$ cat src/include/cmc_defines.svh
// constants for the core memory cycle control block
// What this block does
// - cycle starts on parallel twelve-bit address load
// - four three-bit fields, each decoded one-of-eight
// - low two fields give 64 first-coordinate lines
// - high two fields give 64 second-coordinate lines
// - exactly one line per coordinate is driven
// - sensed ones set output flip-flops, zeros don't
// - data word 22 bits, program word 20
// - each memory holds 4096 words
// - rewrite register restores data, reversed polarity
// - held ones rewritten, held zeros inhibited
// - no new cycle before rewrite ends
// - data memory runs half a cycle later
// - program memory written only by store instruction
// - sixty-four switches, each tied to one address
// - open switch suppresses operand load, stays zero
// - masking never alters the stored word
// - store address comes from instruction address field
`ifndef CMC_DEFINES_SVH
`define CMC_DEFINES_SVH
`define CMC_ADDR_W      12
`define CMC_FIELD_W     3
`define CMC_LINES       64
`define CMC_WORDS       4096
`define CMC_DM_W        22
`define CMC_PM_W        20
`define CMC_SWITCHES    64
`define CMC_SWITCH_BASE 12'h100
`define CMC_CLK_MHZ     200
`define CMC_READ_NS     1000
`define CMC_WRITE_NS    1000
`define CMC_READ_CYC    ((`CMC_READ_NS * `CMC_CLK_MHZ + 999) / 1000)
`define CMC_WRITE_CYC   ((`CMC_WRITE_NS * `CMC_CLK_MHZ + 999) / 1000)
`define CMC_CYCLE_CYC   (`CMC_READ_CYC + `CMC_WRITE_CYC + 8)
`define CMC_HALF_CYC    (`CMC_CYCLE_CYC / 2)
`define CMC_TMR_W       9
`endif

$ cat src/include/cmc_pkg.sv
// types for the core memory cycle control block
`default_nettype none
package cmc_pkg;
    typedef enum logic [2:0] {
        CMC_IDLE,
        CMC_CLEAR,
        CMC_READ,
        CMC_GAP,
        CMC_LATCH,
        CMC_WRITE,
        CMC_FINISH
    } cmc_state_type;
endpackage
`default_nettype wire

$ cat src/logic/cmc_core_memory_cycle_control.sv
// read-rewrite cycle control for the program and data core memories
`timescale 1ns/1ps
`default_nettype none
`include "cmc_defines.svh"
module cmc_core_memory_cycle_control (
    input  wire logic                    core_clk_in,      // 200 MHz clock
    input  wire logic                    rst_n_in,         // async reset
    // program memory requests
    input  wire logic                    pm_req_in,        // fetch request
    input  wire logic [`CMC_ADDR_W-1:0]  pm_addr_in,       // fetch address
    input  wire logic                    stpm_req_in,      // store_to_program_memory
    input  wire logic [`CMC_ADDR_W-1:0]  stpm_addr_in,     // instruction address field
    input  wire logic [`CMC_DM_W-1:0]    stpm_data_in,     // word from data side
    output logic                         pm_busy_out,      // cycle running
    output logic                         pm_done_out,      // cycle complete pulse
    output logic      [`CMC_PM_W-1:0]    pm_data_out,      // output register
    // program memory planes
    output logic      [`CMC_LINES-1:0]   pm_x_sel_out,     // first coordinate
    output logic      [`CMC_LINES-1:0]   pm_y_sel_out,     // second coordinate
    output logic                         pm_read_pol_out,  // read polarity drive
    output logic                         pm_write_pol_out, // reversed polarity drive
    output logic      [`CMC_PM_W-1:0]    pm_inhibit_out,   // inhibit drivers
    input  wire logic [`CMC_PM_W-1:0]    pm_sense_in,      // sense amplifiers
    // data memory requests
    input  wire logic                    dm_req_in,        // operand fetch request
    input  wire logic [`CMC_ADDR_W-1:0]  dm_addr_in,       // operand address
    input  wire logic                    instr_start_in,   // instruction start
    input  wire logic [`CMC_SWITCHES-1:0] switch_closed_in, // discrete switches
    output logic                         dm_busy_out,      // cycle running
    output logic                         dm_done_out,      // cycle complete pulse
    output logic      [`CMC_DM_W-1:0]    dm_data_out,      // output register
    output logic      [`CMC_DM_W-1:0]    operand_out,      // operand register
    // data memory planes
    output logic      [`CMC_LINES-1:0]   dm_x_sel_out,     // first coordinate
    output logic      [`CMC_LINES-1:0]   dm_y_sel_out,     // second coordinate
    output logic                         dm_read_pol_out,  // read polarity drive
    output logic                         dm_write_pol_out, // reversed polarity drive
    output logic      [`CMC_DM_W-1:0]    dm_inhibit_out,   // inhibit drivers
    input  wire logic [`CMC_DM_W-1:0]    dm_sense_in       // sense amplifiers
);
    localparam logic [`CMC_TMR_W-1:0] CYCLE_LAST = `CMC_TMR_W'(`CMC_CYCLE_CYC - 1);
    localparam logic [`CMC_TMR_W-1:0] PM_SLOT    = `CMC_TMR_W'(0);
    localparam logic [`CMC_TMR_W-1:0] DM_SLOT    = `CMC_TMR_W'(`CMC_HALF_CYC);
    localparam logic [`CMC_TMR_W-1:0] READ_LAST  = `CMC_TMR_W'(`CMC_READ_CYC - 1);
    localparam logic [`CMC_TMR_W-1:0] WRITE_LAST = `CMC_TMR_W'(`CMC_WRITE_CYC - 1);

    logic                      rst_meta_reg;
    logic                      rst_sync_reg;
    logic [`CMC_TMR_W-1:0]     slot_tmr_reg;
    cmc_pkg::cmc_state_type    pm_state_reg;
    cmc_pkg::cmc_state_type    dm_state_reg;
    logic [`CMC_TMR_W-1:0]     pm_cnt_reg;
    logic [`CMC_TMR_W-1:0]     dm_cnt_reg;
    logic [`CMC_ADDR_W-1:0]    pm_addr_reg;
    logic [`CMC_ADDR_W-1:0]    dm_addr_reg;
    logic                      pm_store_reg;
    logic                      dm_mask_reg;
    logic                      pm_take;
    logic                      dm_take;
    logic                      dm_in_switch;
    logic [5:0]                dm_switch_idx;

    // reset release through two flops
    always_ff @(posedge core_clk_in or negedge rst_n_in) begin
        if (!rst_n_in) begin
            rst_meta_reg <= 1'b0;
            rst_sync_reg <= 1'b0;
        end else begin
            rst_meta_reg <= 1'b1;
            rst_sync_reg <= rst_meta_reg;
        end
    end

    // shared cycle timer fixing the start slot of each memory
    always_ff @(posedge core_clk_in or negedge rst_sync_reg) begin
        if (!rst_sync_reg) begin
            slot_tmr_reg <= '0;
        end else if (slot_tmr_reg == CYCLE_LAST) begin
            slot_tmr_reg <= '0;
        end else begin
            slot_tmr_reg <= slot_tmr_reg + `CMC_TMR_W'(1);
        end
    end

    assign pm_take = (pm_state_reg == cmc_pkg::CMC_IDLE) && (pm_req_in || stpm_req_in)
                     && (slot_tmr_reg == PM_SLOT);
    assign dm_take = (dm_state_reg == cmc_pkg::CMC_IDLE) && dm_req_in
                     && (slot_tmr_reg == DM_SLOT);
    assign dm_in_switch  = (dm_addr_in[`CMC_ADDR_W-1:6] == 6'(`CMC_SWITCH_BASE >> 6));
    assign dm_switch_idx = dm_addr_in[5:0];

    // program memory sequence
    always_ff @(posedge core_clk_in or negedge rst_sync_reg) begin
        if (!rst_sync_reg) begin
            pm_state_reg <= cmc_pkg::CMC_IDLE;
            pm_cnt_reg   <= '0;
        end else begin
            case (pm_state_reg)
                cmc_pkg::CMC_IDLE: begin
                    if (pm_take) begin
                        pm_state_reg <= cmc_pkg::CMC_CLEAR;
                    end
                end
                cmc_pkg::CMC_CLEAR: begin
                    pm_cnt_reg   <= '0;
                    pm_state_reg <= cmc_pkg::CMC_READ;
                end
                cmc_pkg::CMC_READ: begin
                    if (pm_cnt_reg == READ_LAST) begin
                        pm_state_reg <= cmc_pkg::CMC_GAP;
                    end
                    pm_cnt_reg <= pm_cnt_reg + `CMC_TMR_W'(1);
                end
                cmc_pkg::CMC_GAP: begin
                    pm_state_reg <= cmc_pkg::CMC_LATCH;
                end
                cmc_pkg::CMC_LATCH: begin
                    pm_cnt_reg   <= '0;
                    pm_state_reg <= cmc_pkg::CMC_WRITE;
                end
                cmc_pkg::CMC_WRITE: begin
                    if (pm_cnt_reg == WRITE_LAST) begin
                        pm_state_reg <= cmc_pkg::CMC_FINISH;
                    end
                    pm_cnt_reg <= pm_cnt_reg + `CMC_TMR_W'(1);
                end
                default: begin
                    pm_state_reg <= cmc_pkg::CMC_IDLE;
                end
            endcase
        end
    end

    // program memory address register and store flag
    always_ff @(posedge core_clk_in or negedge rst_sync_reg) begin
        if (!rst_sync_reg) begin
            pm_addr_reg  <= '0;
            pm_store_reg <= 1'b0;
        end else if (pm_take) begin
            pm_addr_reg  <= stpm_req_in ? stpm_addr_in : pm_addr_in;
            pm_store_reg <= stpm_req_in;
        end
    end

    // data memory sequence
    always_ff @(posedge core_clk_in or negedge rst_sync_reg) begin
        if (!rst_sync_reg) begin
            dm_state_reg <= cmc_pkg::CMC_IDLE;
            dm_cnt_reg   <= '0;
        end else begin
            case (dm_state_reg)
                cmc_pkg::CMC_IDLE: begin
                    if (dm_take) begin
                        dm_state_reg <= cmc_pkg::CMC_CLEAR;
                    end
                end
                cmc_pkg::CMC_CLEAR: begin
                    dm_cnt_reg   <= '0;
                    dm_state_reg <= cmc_pkg::CMC_READ;
                end
                cmc_pkg::CMC_READ: begin
                    if (dm_cnt_reg == READ_LAST) begin
                        dm_state_reg <= cmc_pkg::CMC_GAP;
                    end
                    dm_cnt_reg <= dm_cnt_reg + `CMC_TMR_W'(1);
                end
                cmc_pkg::CMC_GAP: begin
                    dm_state_reg <= cmc_pkg::CMC_LATCH;
                end
                cmc_pkg::CMC_LATCH: begin
                    dm_cnt_reg   <= '0;
                    dm_state_reg <= cmc_pkg::CMC_WRITE;
                end
                cmc_pkg::CMC_WRITE: begin
                    if (dm_cnt_reg == WRITE_LAST) begin
                        dm_state_reg <= cmc_pkg::CMC_FINISH;
                    end
                    dm_cnt_reg <= dm_cnt_reg + `CMC_TMR_W'(1);
                end
                default: begin
                    dm_state_reg <= cmc_pkg::CMC_IDLE;
                end
            endcase
        end
    end

    // data memory address register and switch mask, caught at the start
    always_ff @(posedge core_clk_in or negedge rst_sync_reg) begin
        if (!rst_sync_reg) begin
            dm_addr_reg <= '0;
            dm_mask_reg <= 1'b0;
        end else if (dm_take) begin
            dm_addr_reg <= dm_addr_in;
            dm_mask_reg <= dm_in_switch && !switch_closed_in[dm_switch_idx];
        end
    end

    // drive polarities, aligned with the registered select lines
    always_ff @(posedge core_clk_in or negedge rst_sync_reg) begin
        if (!rst_sync_reg) begin
            pm_read_pol_out  <= 1'b0;
            pm_write_pol_out <= 1'b0;
            dm_read_pol_out  <= 1'b0;
            dm_write_pol_out <= 1'b0;
        end else begin
            pm_read_pol_out  <= (pm_state_reg == cmc_pkg::CMC_READ);
            pm_write_pol_out <= (pm_state_reg == cmc_pkg::CMC_WRITE);
            dm_read_pol_out  <= (dm_state_reg == cmc_pkg::CMC_READ);
            dm_write_pol_out <= (dm_state_reg == cmc_pkg::CMC_WRITE);
        end
    end

    // handshake toward the processor
    always_ff @(posedge core_clk_in or negedge rst_sync_reg) begin
        if (!rst_sync_reg) begin
            pm_busy_out <= 1'b0;
            pm_done_out <= 1'b0;
            dm_busy_out <= 1'b0;
            dm_done_out <= 1'b0;
        end else begin
            pm_busy_out <= pm_take || (pm_busy_out && pm_state_reg != cmc_pkg::CMC_FINISH);
            pm_done_out <= (pm_state_reg == cmc_pkg::CMC_FINISH);
            dm_busy_out <= dm_take || (dm_busy_out && dm_state_reg != cmc_pkg::CMC_FINISH);
            dm_done_out <= (dm_state_reg == cmc_pkg::CMC_FINISH);
        end
    end

    // operand register: cleared per instruction, skipped when masked
    always_ff @(posedge core_clk_in or negedge rst_sync_reg) begin
        if (!rst_sync_reg) begin
            operand_out <= '0;
        end else if (instr_start_in) begin
            operand_out <= '0;
        end else if (dm_state_reg == cmc_pkg::CMC_FINISH && !dm_mask_reg) begin
            operand_out <= dm_data_out;
        end
    end

    cmc_coord_select u_pm_x (
        .clk_in   (core_clk_in),
        .rst_n_in (rst_sync_reg),
        .addr_in  (pm_addr_reg[5:0]),
        .en_in    (pm_state_reg == cmc_pkg::CMC_READ || pm_state_reg == cmc_pkg::CMC_WRITE),
        .sel_out  (pm_x_sel_out)
    );
    cmc_coord_select u_pm_y (
        .clk_in   (core_clk_in),
        .rst_n_in (rst_sync_reg),
        .addr_in  (pm_addr_reg[11:6]),
        .en_in    (pm_state_reg == cmc_pkg::CMC_READ || pm_state_reg == cmc_pkg::CMC_WRITE),
        .sel_out  (pm_y_sel_out)
    );
    cmc_coord_select u_dm_x (
        .clk_in   (core_clk_in),
        .rst_n_in (rst_sync_reg),
        .addr_in  (dm_addr_reg[5:0]),
        .en_in    (dm_state_reg == cmc_pkg::CMC_READ || dm_state_reg == cmc_pkg::CMC_WRITE),
        .sel_out  (dm_x_sel_out)
    );
    cmc_coord_select u_dm_y (
        .clk_in   (core_clk_in),
        .rst_n_in (rst_sync_reg),
        .addr_in  (dm_addr_reg[11:6]),
        .en_in    (dm_state_reg == cmc_pkg::CMC_READ || dm_state_reg == cmc_pkg::CMC_WRITE),
        .sel_out  (dm_y_sel_out)
    );

    // program word rewritten, or replaced by the stored data word
    cmc_bit_path #(.WIDTH(`CMC_PM_W)) u_pm_bits (
        .clk_in      (core_clk_in),
        .rst_n_in    (rst_sync_reg),
        .clear_in    (pm_state_reg == cmc_pkg::CMC_CLEAR),
        .sense_en_in (pm_read_pol_out),
        .sense_in    (pm_sense_in),
        .latch_in    (pm_state_reg == cmc_pkg::CMC_LATCH),
        .alt_in      (pm_store_reg),
        .alt_data_in (stpm_data_in[`CMC_PM_W-1:0]),
        .inh_en_in   (pm_state_reg == cmc_pkg::CMC_WRITE),
        .out_out     (pm_data_out),
        .inhibit_out (pm_inhibit_out)
    );
    // data word always rewritten as sensed; no path from program side
    cmc_bit_path #(.WIDTH(`CMC_DM_W)) u_dm_bits (
        .clk_in      (core_clk_in),
        .rst_n_in    (rst_sync_reg),
        .clear_in    (dm_state_reg == cmc_pkg::CMC_CLEAR),
        .sense_en_in (dm_read_pol_out),
        .sense_in    (dm_sense_in),
        .latch_in    (dm_state_reg == cmc_pkg::CMC_LATCH),
        .alt_in      (1'b0),
        .alt_data_in ('0),
        .inh_en_in   (dm_state_reg == cmc_pkg::CMC_WRITE),
        .out_out     (dm_data_out),
        .inhibit_out (dm_inhibit_out)
    );
endmodule // cmc_core_memory_cycle_control
`default_nettype wire

$ cat src/logic/cmc_coord_select.sv
// registered one-hot select lines for one coordinate of the core array
`timescale 1ns/1ps
`default_nettype none
`include "cmc_defines.svh"
module cmc_coord_select (
    input  wire logic                    clk_in,   // core clock
    input  wire logic                    rst_n_in, // synchronised reset
    input  wire logic [2*`CMC_FIELD_W-1:0] addr_in, // two address fields
    input  wire logic                    en_in,    // drive enable
    output logic      [`CMC_LINES-1:0]   sel_out   // select lines
);
    logic [7:0] lo_dec;
    logic [7:0] hi_dec;

    genvar i;
    generate
        for (i = 0; i < 8; i++) begin : g_dec
            assign lo_dec[i] = (addr_in[2:0] == 3'(i));
            assign hi_dec[i] = (addr_in[5:3] == 3'(i));
        end
        for (i = 0; i < `CMC_LINES; i++) begin : g_line
            always_ff @(posedge clk_in or negedge rst_n_in) begin
                if (!rst_n_in) begin
                    sel_out[i] <= 1'b0;
                end else begin
                    sel_out[i] <= en_in & hi_dec[i / 8] & lo_dec[i % 8];
                end
            end
        end
    endgenerate
endmodule // cmc_coord_select
`default_nettype wire

$ cat src/logic/cmc_bit_path.sv
// output, rewrite and inhibit registers for the planes of one memory
`timescale 1ns/1ps
`default_nettype none
module cmc_bit_path #(
    parameter int WIDTH = 22
) (
    input  wire logic             clk_in,      // core clock
    input  wire logic             rst_n_in,    // synchronised reset
    input  wire logic             clear_in,    // clear output register
    input  wire logic             sense_en_in, // sense window open
    input  wire logic [WIDTH-1:0] sense_in,    // sense amplifier outputs
    input  wire logic             latch_in,    // load rewrite register
    input  wire logic             alt_in,      // load alternate word
    input  wire logic [WIDTH-1:0] alt_data_in, // alternate word
    input  wire logic             inh_en_in,   // rewrite window open
    output logic      [WIDTH-1:0] out_out,     // output register
    output logic      [WIDTH-1:0] inhibit_out  // inhibit drivers
);
    logic [WIDTH-1:0] rewrite_reg;

    genvar b;
    generate
        for (b = 0; b < WIDTH; b++) begin : g_bit
            always_ff @(posedge clk_in or negedge rst_n_in) begin
                if (!rst_n_in) begin
                    out_out[b] <= 1'b0;
                end else if (clear_in) begin
                    out_out[b] <= 1'b0;
                end else if (sense_en_in && sense_in[b]) begin
                    out_out[b] <= 1'b1;
                end
            end
            always_ff @(posedge clk_in or negedge rst_n_in) begin
                if (!rst_n_in) begin
                    rewrite_reg[b] <= 1'b0;
                end else if (latch_in) begin
                    rewrite_reg[b] <= alt_in ? alt_data_in[b] : out_out[b];
                end
            end
            always_ff @(posedge clk_in or negedge rst_n_in) begin
                if (!rst_n_in) begin
                    inhibit_out[b] <= 1'b0;
                end else begin
                    inhibit_out[b] <= inh_en_in & ~rewrite_reg[b];
                end
            end
        end
    endgenerate
endmodule // cmc_bit_path
`default_nettype wire

$ cat config.mk
export PLATFORM = sky130hd
export DESIGN_NAME = cmc_core_memory_cycle_control
export DESIGN_NICKNAME = d
export VERILOG_FILES = /design/src/include/cmc_pkg.sv /design/src/logic/cmc_core_memory_cycle_control.sv /design/src/logic/cmc_coord_select.sv /design/src/logic/cmc_bit_path.sv
export VERILOG_INCLUDE_DIRS = /design/src /design/src/include
export SDC_FILE = /design/constraint.sdc
export NUM_CORES = 1
export LEC_CHECK = 0
export BUFFER_PORTS_ARGS = -buffer_cell sky130_fd_sc_hd__buf_2
export CAP_MARGIN = 20
export CORE_AREA = 3 3 210 212
export DETAILED_ROUTE_END_ITERATION = 16
export DIE_AREA = 0 0 213 215
export PLACE_DENSITY = 0.71
export SYNTH_ARGS = -nofsm -noshare
export SYNTH_HDL_FRONTEND = slang
export SYNTH_SLANG_ARGS = --single-unit
$ cat constraint.sdc
create_clock -name core_clk_in -period 16.5 [get_ports core_clk_in]
set_input_delay 0.825 -clock core_clk_in [delete_from_list [all_inputs] [get_ports core_clk_in]]
set_output_delay 0.825 -clock core_clk_in [all_outputs]
set_load 0.02 [all_outputs]
* After elaboration in Yosys (flattened, before gate mapping)
Index checks and enable logic that the tools add are counted.
** Storage, ports and cells
- Register bits :: 473
- Input port bits :: 170
- Output and inout port bits :: 370
- Logic and storage cells :: 1098
** Operators by class
- Add/subtract/negate cells :: 3
- $lt $le $gt $ge :: 1
- Equality and inequality tests :: 81
- Mux-type cells :: 120
- Bitwise operators :: 372
- Reduce and logical (&&, ||, !) cells :: 119
** Operators with widths (count)
- 1-bit bitwise AND :: 330
- 3-bit == test (second input constant) :: 38
- 1-bit 2-to-1 mux :: 105
- 2-bit nonzero test :: 45
- 3-bit by 2-bit == test with 1-bit output (second input constant) :: 20
- 1-bit logical AND :: 50
- 22-bit 2-to-1 mux :: 2
- 1-bit inverter :: 42
- 3-bit case mux with 6 select lines :: 2
- 9-bit case mux with 2 select lines :: 2
- 3-bit by 1-bit == test with 1-bit output (second input constant) :: 10
- 3-bit logical NOT :: 10
- 9-bit by 1-bit adder with 9-bit output (second input constant) :: 3
- 9-bit by 8-bit == test with 1-bit output (second input constant) :: 3
- 3-bit 2-to-1 mux :: 6
- 12-bit 2-to-1 mux :: 1
- 2-bit inequality test (second input constant) :: 6
- 9-bit == test (second input constant) :: 1
- 9-bit logical NOT :: 1
- 9-bit 2-to-1 mux :: 1
- 2-bit OR reduction :: 4
- 6-bit by 7-bit less-than comparator with 1-bit output (second input constant) :: 1
- 1-bit binary-select mux with 6-bit select :: 1
- 6-bit by 3-bit == test with 1-bit output (second input constant) :: 1
- other kinds (4) :: 11

* Depth between registers and ports, before layout
Gate-level depths: netlist of run 1.
- Depth in word-level cells :: 5
- Mapped depth :: 9
- Mapped depth without buffers :: 7

* Cells and area by module
Synthesis of run 1 repeated with hierarchy kept, for this count alone.
** Second synthesis, totals
- Cell total of the unflattened synthesis :: 1452
- Area, all modules :: 17680.7 sq um
** Modules (own cells, without submodules)
- cmc_coord_select :: instances 4, cells each 159, area each 2079.5 sq um, seq. area each 1601.5 sq um
- cmc_core_memory_cycle_control :: instances 1, cells each 412, area each 4623.2 sq um, seq. area each 2277.2 sq um
- cmc_bit_path at u_dm_bits :: instances 1, cells each 212, area each 2497.4 sq um, seq. area each 1651.6 sq um
- cmc_bit_path at u_pm_bits :: instances 1, cells each 192, area each 2242.2 sq um, seq. area each 1501.4 sq um

* Worst setup path after synthesis of run 1
OpenSTA, ideal clock, no wires.
- Path kind :: input -> register
- Start point :: in dm_req_in
- End point :: reg dm_addr_reg[10]
- Library setup time :: 0.125 ns
- Arrival time :: 2.391 ns
- Data required time :: 16.375 ns
- Path slack :: 13.985 ns
- Stages :: 5
- Buffers on the path :: 2
- Cell sequence :: or4b_2 or3_1 clkbuf_1 clkbuf_1 mux2_2
** On the way
- Word-level cells in the longest chain between the ends :: 2
** Ends and longest elaborated chain
- start, declared :: line cmc_core_memory_cycle_control.sv:25 : input wire logic dm_req_in,
- 1-bit logical AND :: line cmc_core_memory_cycle_control.sv:87 : assign dm_take = (dm_state_reg == cmc_pkg::CMC_IDLE) && dm_req_in
- 1-bit logical AND :: line cmc_core_memory_cycle_control.sv:88 : && (slot_tmr_reg == DM_SLOT);
- end signal, assigned :: line cmc_core_memory_cycle_control.sv:193 : dm_addr_reg <= dm_addr_in;
- end, declared :: line cmc_core_memory_cycle_control.sv:55 : logic [`CMC_ADDR_W-1:0] dm_addr_reg;
No other way between the ends.
A chain may end at the register's enable or synchronous reset.

==> flow_summary_export.csv, run 1 <==
group,metric,value,unit
synthesis,synth_fa_ha_area_frac,0.002954,
timing,final.setup_skew,0.01673,ns
power,vdd_ir_drop_max,0.06899,mV
outcome,status,"completed",
clock_tree,numCtsBuffers,46,
synthesis,synth_compound_area_frac,0.06056,
placed_design,buffer_ports.inserted,537,
timing,worstMarginPinSlew,1.076,ns
synthesis,synth_async_sr_flop_share,1.000,
synthesis,syn_nets,1572,
drt,drt-vias-per-instance,5.020,
power,share_clk_of_total_power,0.472,
worst_setup_path,ff2ff_path_depth,3,
clock_tree,clock_sink_count,473,
clock_tree,postCtsSetupRepairBufs,0,
synthesis,synth.yosys.warnings,0,
final_layout,mostFrequentLayoutCells,"537 x buf_2, 472 x dfrtp_1, 393 x nor2_1, 75 x a21oi_1, 50 x nand2_1",
floorplan,dieHeight,215,µm
worst_hold_path,hold_path.class,"input pin to asynchronous set/reset pin",
timing,fin_worst_hold_slack,0.04620,ns
power,p_int,1.910,mW
final_layout,mostFrequentLayoutCell,"buf_2",
placed_design,gp_congestion,0.8670,
drt,ant_nets,0,
final_layout,final_core_util,0.5183,
global_route,grt_overflow,0,
drt,routed-via-count,12544,
clock_tree,htree_num_levels,2,
timing,grt_setup_unrepaired,"false",
clock_tree,post_cts_resized,0,
worst_setup_path,rr_endpoint,"u_dm_y.sel_out[57]$_DFF_PN0_",
placed_design,place_area,0.02012,mm²
final_layout,layout-drive-gt1-share,0.3609,
placed_design,placed_cells_incl_taps,2410,
worst_setup_path,critical_path_start_end_classification,"register to asynchronous set/reset pin",
drt,drtPass1Iterations,5,
worst_setup_path,timing.critical_path.from_type,"register",
clock_tree,clkSlewWorstSetupHoldPaths,0.06,ns
global_route,number_of_global_route_vias_before_repair,12659,
worst_setup_path,critical_path.reg2reg.startpoint,"rst_sync_reg$_DFF_PN0_",
synthesis,synth_mux_area_frac,0.06772,
synthesis,yosys.cell_types.count,52,
synthesis,synthesis.area_per_instance,12.12,µm²
global_route,grt.total_usage,0.2000,
worst_setup_path,critPathArrivalTime,4.25,ns
clock_tree,clock_tree.root_cell,"clkbuf_16",
synthesis,synth_flop_cell,"dfrtp_1",
drt,wirelength,46.74,mm
synthesis,yosys.area_share.simple,0.1430,
worst_setup_path,timing.reg2reg.setup_slack,12.82,ns
floorplan,num_io_pins,540,
power,leakage_power,11.62,nW
synthesis,synth_top_family_by_area,"simple AND/OR/NAND/NOR gates",
floorplan,rows,75,
synthesis,synth_xor_area_frac,0.005169,
synthesis,ys_seq_area_frac,0.6986,
clock_tree,postCtsHoldBufs,0,
timing,final-setup-viol-count,0,
final_layout,final_design_area_no_fill,0.02184,mm²
timing,timing_hold_violations_final,0,
final_layout,fin_nets,2094,
floorplan,initial_core_util,0.4021,
synthesis,synth-edff-count,0,
clock_tree,cts_tree,"built",
drt,route.detailed.drc,0,
drt,drt_iter0_drc,927,
timing,post-route-min-period,3.677,ns
worst_setup_path,timing.critical_path.to_type,"asynchronous set/reset pin",
power,power.switching,530.7,µW
power,combPwrFrac,0.045,
global_route,maximum_number_of_pins_on_one_net_before_global_route_repair,83,
final_layout,count_of_placed_standard_cells_in_the_final_layout_fillers_left_out,2499,
clock_tree,clock_latency,0.56,ns
timing,max_clock_freq,0.2720,GHz
power,power.switching_fraction,0.2174,
floorplan,floorplan.core_area,0.04213,mm²
power,share_seq_of_total_power,0.484,
worst_setup_path,critical_path_required,17.07,ns
power,power.density_cell_area,111.8,mW/mm²
global_route,antenna_violations_before_repair,4,
timing,timing.final.crit_share,0.2228,
synthesis,postSynthCellCount,1398,
placed_design,dpl.hpwl,33.33,mm
timing,timing.final.max_slew_violations,0,
synthesis,syn_area,0.01694,mm²
synthesis,ys_ff_latch,473,
final_layout,syn2layout_area_growth,28.89,%
floorplan,die_w,213,µm
global_route,grt_pass1_wl,71.43,mm
worst_setup_path,cp-startpoint,"rst_sync_reg$_DFF_PN0_",
clock_tree,cts_max_path_buffers,3,
timing,fin_tns_setup,0,ns
drt,wire_per_inst,18.70,µm
timing,slew-limit-headroom,0.2819,
worst_setup_path,crit_path_max_fanout,78,
floorplan,die_area,0.04580,mm²
job,timing.max_cap.violations,0,
==> metal layers <==
metal | routed length (µm) | part of all wire | vias up | global-route usage
met2 | 24590 | 0.53 | 497 | 0.3615
li1 | - | - | 5721 | -
met1 | 17640 | 0.38 | 6239 | 0.2317
met3 | 2953 | 0.063 | 87 | 0.03894
met5 | 0 | 0 | - | 0
met4 | 1553 | 0.033 | 0 | 0.07984
==> critical path: stages (launching register included) <==
cell and delay (ns):
dfrtp_4 1.05, buf_4 0.82, buf_4 0.87, buf_4 0.83
==> worst max-delay path by stage <==
| stage | end | slack [ns] | depth (start not counted) |
|---|---|---|---|
| global placement | u_dm_x.sel_out[33]$_DFF_PN0_ | 12.70 | 3 |
| floorplan | dm_addr_reg[0]$_DFFE_PN0P_ | 2.34 | 0 |
| finish | u_dm_y.sel_out[57]$_DFF_PN0_ | 12.82 | 3 |
| global route | u_dm_y.sel_out[20]$_DFF_PN0_ | 12.18 | 3 |
| CTS | u_dm_y.sel_out[36]$_DFF_PN0_ | 12.57 | 3 |
| detailed placement | u_dm_x.sel_out[22]$_DFF_PN0_ | 12.56 | 3 |
==> synth_stat cells, drive strengths merged (4+ instances only) <==
cell    number  share of area
nor3         6         0.0018
nor2       396          0.088
a21oi       75          0.022
xnor2        7         0.0036
or3b        10         0.0052
and3         9         0.0033
a22o        23          0.012
nand3b      16         0.0071
o211ai       5         0.0022
o21ai       35          0.012
mux2        36          0.024
buf         17         0.0048
o31ai        5         0.0022
nand2b       6         0.0022
dfrtp      473           0.70
inv         17         0.0038
or3          6         0.0022
nor2b        8         0.0030
nand2       50          0.011
mux4        15          0.020
mux2i       40          0.024
ha           4         0.0030
nand3       30         0.0089
a221o        5         0.0030
nand4       13         0.0048
clkbuf      59          0.013
==> stage by stage <==
step	worst slack [ns]	total power, mW
after global routing	12.18	2.526
after CTS	12.57	2.465
after floorplan	2.340	1.264
after global placement	12.70	1.309
after detailed placement	12.56	1.312
final	12.82	2.441
==> power groups by stage <==
stage / clock network, mW / registers (mW) / logic [mW]
after CTS: 1.17 / 1.18 / 0.109
final: 1.15 / 1.18 / 0.109
after detailed placement: 0 / 1.20 / 0.108
after global routing: 1.22 / 1.18 / 0.120
after floorplan: 0 / 1.22 / 0.0466
after global placement: 0 / 1.20 / 0.106
==> logic make-up (layout without fill, tap and decap cells) <==
| logic type | count (synthesis) | in the layout |
|---|---|---|
| adder cells (fa/ha/maj) | 4 | 4 |
| buffers and inverters | 93 | 651 |
| AND/OR/NAND/NOR | 562 | 562 |
| other | 1 | 5 |
| AO/OA/AOI/OAI | 164 | 164 |
| flip-flops | 473 | 473 |
| XOR/XNOR | 10 | 10 |
| multiplexers | 91 | 91 |
==> area by class of cell <==
cell class | instances | area, µm²
fillers | 3646 | 20300
diodes | 4 | 10.01
flip-flops and latches | 473 | 11840
well taps | 539 | 674.4
clock buffers | 57 | 1262
inverters | 17 | 63.81
multi-input cells | 832 | 4756
clock inverters | 27 | 417.9
repair buffers | 550 | 2813
(Power assumes the default switching activity.)
==> run 2, diff against run 1 <==
Settings changed: ABC_AREA from default to 1, CORE_AREA 3 3 210 212 to 3 3 211 213, DIE_AREA 0 0 213 215 to 0 0 214 216.
Clock period 16.5 ns to 3.41 ns, I/O delays scaled along.
==> run 2 against run 1 <==
- synthesized cell count increased by 24%
- largest cell class unchanged
- clock-buffer cell count increased by 5
- global-route usage increased by 2.3 points
- combinational power increased to 5.1 times the previous value
- largest power group unchanged
==> flow_summary_export.csv, run 2 <==
group,metric,value,unit
clock_tree,cts_max_path_buffers,3,
worst_setup_path,crit_path_max_fanout,22,
timing,slew-limit-headroom,0.3858,
synthesis,synth_flop_cell,"dfrtp_1",
synthesis,yosys.cell_types.count,31,
drt,wirelength,52.67,mm
clock_tree,postCtsHoldBufs,94,
synthesis,synth_compound_area_frac,0.04824,
drt,ant_nets,0,
timing,fin_tns_setup,0,ns
worst_setup_path,critPathArrivalTime,2.79,ns
timing,grt_setup_unrepaired,"false",
clock_tree,numCtsBuffers,47,
worst_setup_path,endpoint,"u_pm_x.sel_out[2]$_DFF_PN0_",
worst_setup_path,rr_endpoint,"u_pm_x.sel_out[2]$_DFF_PN0_",
clock_tree,htree_num_levels,2,
timing,timing_hold_violations_final,0,
worst_setup_path,cp-startpoint,"pm_state_reg[0]$_DFFE_PN0P_",
timing,final.setup_skew,0.01713,ns
worst_hold_path,hold_path.class,"input pin to register",
worst_hold_path,hold_start,"stpm_data_in[3]",
synthesis,synthesis.area_per_instance,9.941,µm²
floorplan,num_io_pins,540,
worst_setup_path,critPathBufInv,2,
power,power.density_cell_area,496.7,mW/mm²
synthesis,synthDominantCellAreaShare,0.6883,
outcome,status,"completed",
timing,final-setup-viol-count,0,
power,vdd_ir_drop_max,0.3627,mV
timing,timing.final.max_slew_violations,0,
timing,timing.final.crit_share,0.6967,
worst_setup_path,cp_cell_sequence,"inv_2 > nor2_2 > nand2_1 > nand2_2 > inv_2 > nor2_4 > nand2_1 > nor2_1",
synthesis,synth_async_sr_flop_share,1.000,
job,timing.max_cap.violations,0,
synthesis,syn_nets,1904,
drt,route.detailed.drc,0,
drt,wire_per_inst,17.55,µm
worst_setup_path,timing.critical_path.from_type,"register",
drt,routed-via-count,14448,
drt,drt_iter0_drc,996,
timing,fin_ws,1.034,ns
clock_tree,clock_tree.root_cell,"clkbuf_16",
synthesis,ys_ff_latch,473,
worst_setup_path,ff2ff_path_depth,8,
final_layout,layout-drive-gt1-share,0.2727,
power,leakage_power,12.72,nW
placed_design,dpl.hpwl,37.14,mm
drt,drt-vias-per-instance,4.813,
synthesis,ys_seq_area_frac,0.6883,
worst_setup_path,timing.critical_path.slowest_stage_cell,"nand2_1",
worst_setup_path,critical_path_start_end_classification,"register to register",
global_route,maximum_number_of_pins_on_one_net_before_global_route_repair,117,
final_layout,fin_nets,2555,
floorplan,dieHeight,216,µm
synthesis,library_cell_with_the_highest_instance_count_after_synthesis,"dfrtp_1",
synthesis,yosys.area_share.simple,0.1955,
synthesis,netlist_top_cells_area,"dfrtp_1 69%, nand2_1 7.8%, nor2_1 7.4%",
clock_tree,clkSlewWorstSetupHoldPaths,0.06,ns
global_route,grt_overflow,0,
final_layout,mostFrequentLayoutCells,"537 x buf_2, 472 x dfrtp_1, 358 x nand2_1, 338 x nor2_1, 187 x inv_1",
floorplan,initial_core_util,0.4010,
timing,worstMarginPinSlew,0.9190,ns
worst_setup_path,critical_path_required,3.82,ns
global_route,antenna_violations_before_repair,3,
synthesis,synth_top_family_by_area,"simple AND/OR/NAND/NOR gates",
floorplan,rows,76,
global_route,grt_pass1_wl,81.66,mm
synthesis,syn_area,0.01720,mm²
worst_setup_path,timing.reg2reg.setup_slack,1.03,ns
global_route,number_of_global_route_vias_before_repair,14553,
worst_setup_path,critical_path.reg2reg.startpoint,"pm_state_reg[0]$_DFFE_PN0P_",
synthesis,synth_fa_ha_area_frac,0.002910,
synthesis,synth_mux_area_frac,0.006984,
synthesis,postSynthCellCount,1730,
placed_design,preCtsSetupSlack,0.8908,ns
synthesis,synth-edff-count,0,
final_layout,syn2layout_area_growth,34.78,%
placed_design,gp_congestion,1.082,
placed_design,buffer_ports.inserted,537,
floorplan,die_area,0.04622,mm²
final_layout,mostFrequentLayoutCell,"buf_2",
synthesis,synth_xor_area_frac,0.003056,
floorplan,floorplan.core_area,0.04289,mm²
worst_setup_path,timing.critical_path.to_type,"register",
clock_tree,cts_tree,"built",
worst_setup_path,crit_cells,8,
synthesis,synth.yosys.warnings,0,
synthesis,synth.largest_area_cell,"dfrtp_1",
clock_tree,postCtsSetupRepairBufs,0,
clock_tree,clock_latency,0.56,ns
timing,post-route-min-period,2.376,ns
drt,drtPass1Iterations,5,
clock_tree,clock_sink_count,473,
final_layout,final_core_util,0.5405,
synthesis,synth_commonest_cells,"473 x dfrtp_1, 358 x nand2_1, 338 x nor2_1",
timing,max_clock_freq,0.4209,GHz
worst_setup_path,cp_slowest_stage_delay,0.59,ns
floorplan,die_w,214,µm
worst_setup_path,family_of_cells_with_the_greatest_summed_delay_on_the_critical_path,"simple AND/OR/NAND/NOR gates",
global_route,grt.total_usage,0.2233,
clock_tree,post_cts_resized,0,
-- run 2: changes by cell type after synthesis, moves of 28 or more --
cell	before	now
a21oi_1	75	18
clkbuf_1	58	30
inv_1	17	187
mux2_2	35	0
mux2i_1	40	12
nand2_1	50	358
nand3_1	30	97
nor2_1	396	338
o21ai_0	23	108
-- run 2: per-layer routing --
metal / GRT usage / vias to the layer above / routed length (µm)
li1: - / 6651 / -
met1: 0.2816 / 7067 / 21440
met2: 0.3731 / 613 / 25710
met3: 0.05097 / 117 / 3542
met4: 0.09444 / 0 / 1983
met5: 0 / - / 0
-- run 2: where the power goes --
group | internal [mW] | switching, mW
clock | 3.12 | 2.15
combinational | 0.234 | 0.327
sequential | 5.65 | 0.0318
total | 9.01 | 2.51
-- run 2: kinds of logic after synthesis --
group | count (synthesis)
simple gates | 831
flops | 473
buf+inv | 245
compound gates | 158
mux | 12
xor+xnor | 6
fa+ha+maj | 4
other cells | 1
-- run 2: worst reg2reg max path, cell delays in order (launching register included) --
cell     delay, ns
dfrtp_1       0.43
inv_2         0.10
nor2_2        0.05
nand2_1       0.59
nand2_2       0.24
inv_2         0.32
nor2_4        0.07
nand2_1       0.33
nor2_1        0.12
-- run 2: final cells by class --
cell class / instances / area, µm²
Antenna cell: 4 / 10.01
Clock buffer: 62 / 1333
Clock inverter: 19 / 237.7
Fill cell: 3714 / 19710
Inverter: 198 / 743.2
Multi-Input combinational cell: 1012 / 4418
Sequential cell: 473 / 11840
Tap cell: 585 / 732.0
Timing Repair Buffer: 649 / 3866
-- run 2: metrics by stage --
stage / area [µm²] / power (mW) / std cells / hold WS [ns]
2_1_floorplan: 17200 / 6.011 / 1730 / -0.1251
3_3_place_gp: 20600 / 6.248 / 2821 / -0.04327
3_5_place_dp: 20600 / 6.257 / 2821 / -0.03989
4_1_cts: 23110 / 11.61 / 2996 / 0.003446
5_1_grt: 23180 / 11.92 / 3001 / 0.01225
6_report: 23180 / 11.51 / 3002 / 0.03727
-- run 2: worst min-delay path by stage --
stage | endpoint | slack [ns] | depth (start not counted)
finish | u_pm_bits.rewrite_reg[3]$_DFFE_PN0P_ | 0.04 | 5
detailed placement | rst_meta_reg$_DFF_PN0_ | -0.04 | 1
global placement | rst_meta_reg$_DFF_PN0_ | -0.04 | 1
CTS | pm_addr_reg[4]$_DFFE_PN0P_ | 0.003 | 3
floorplan | rst_meta_reg$_DFF_PN0_ | -0.13 | 0
global route | pm_addr_reg[4]$_DFFE_PN0P_ | 0.01 | 3
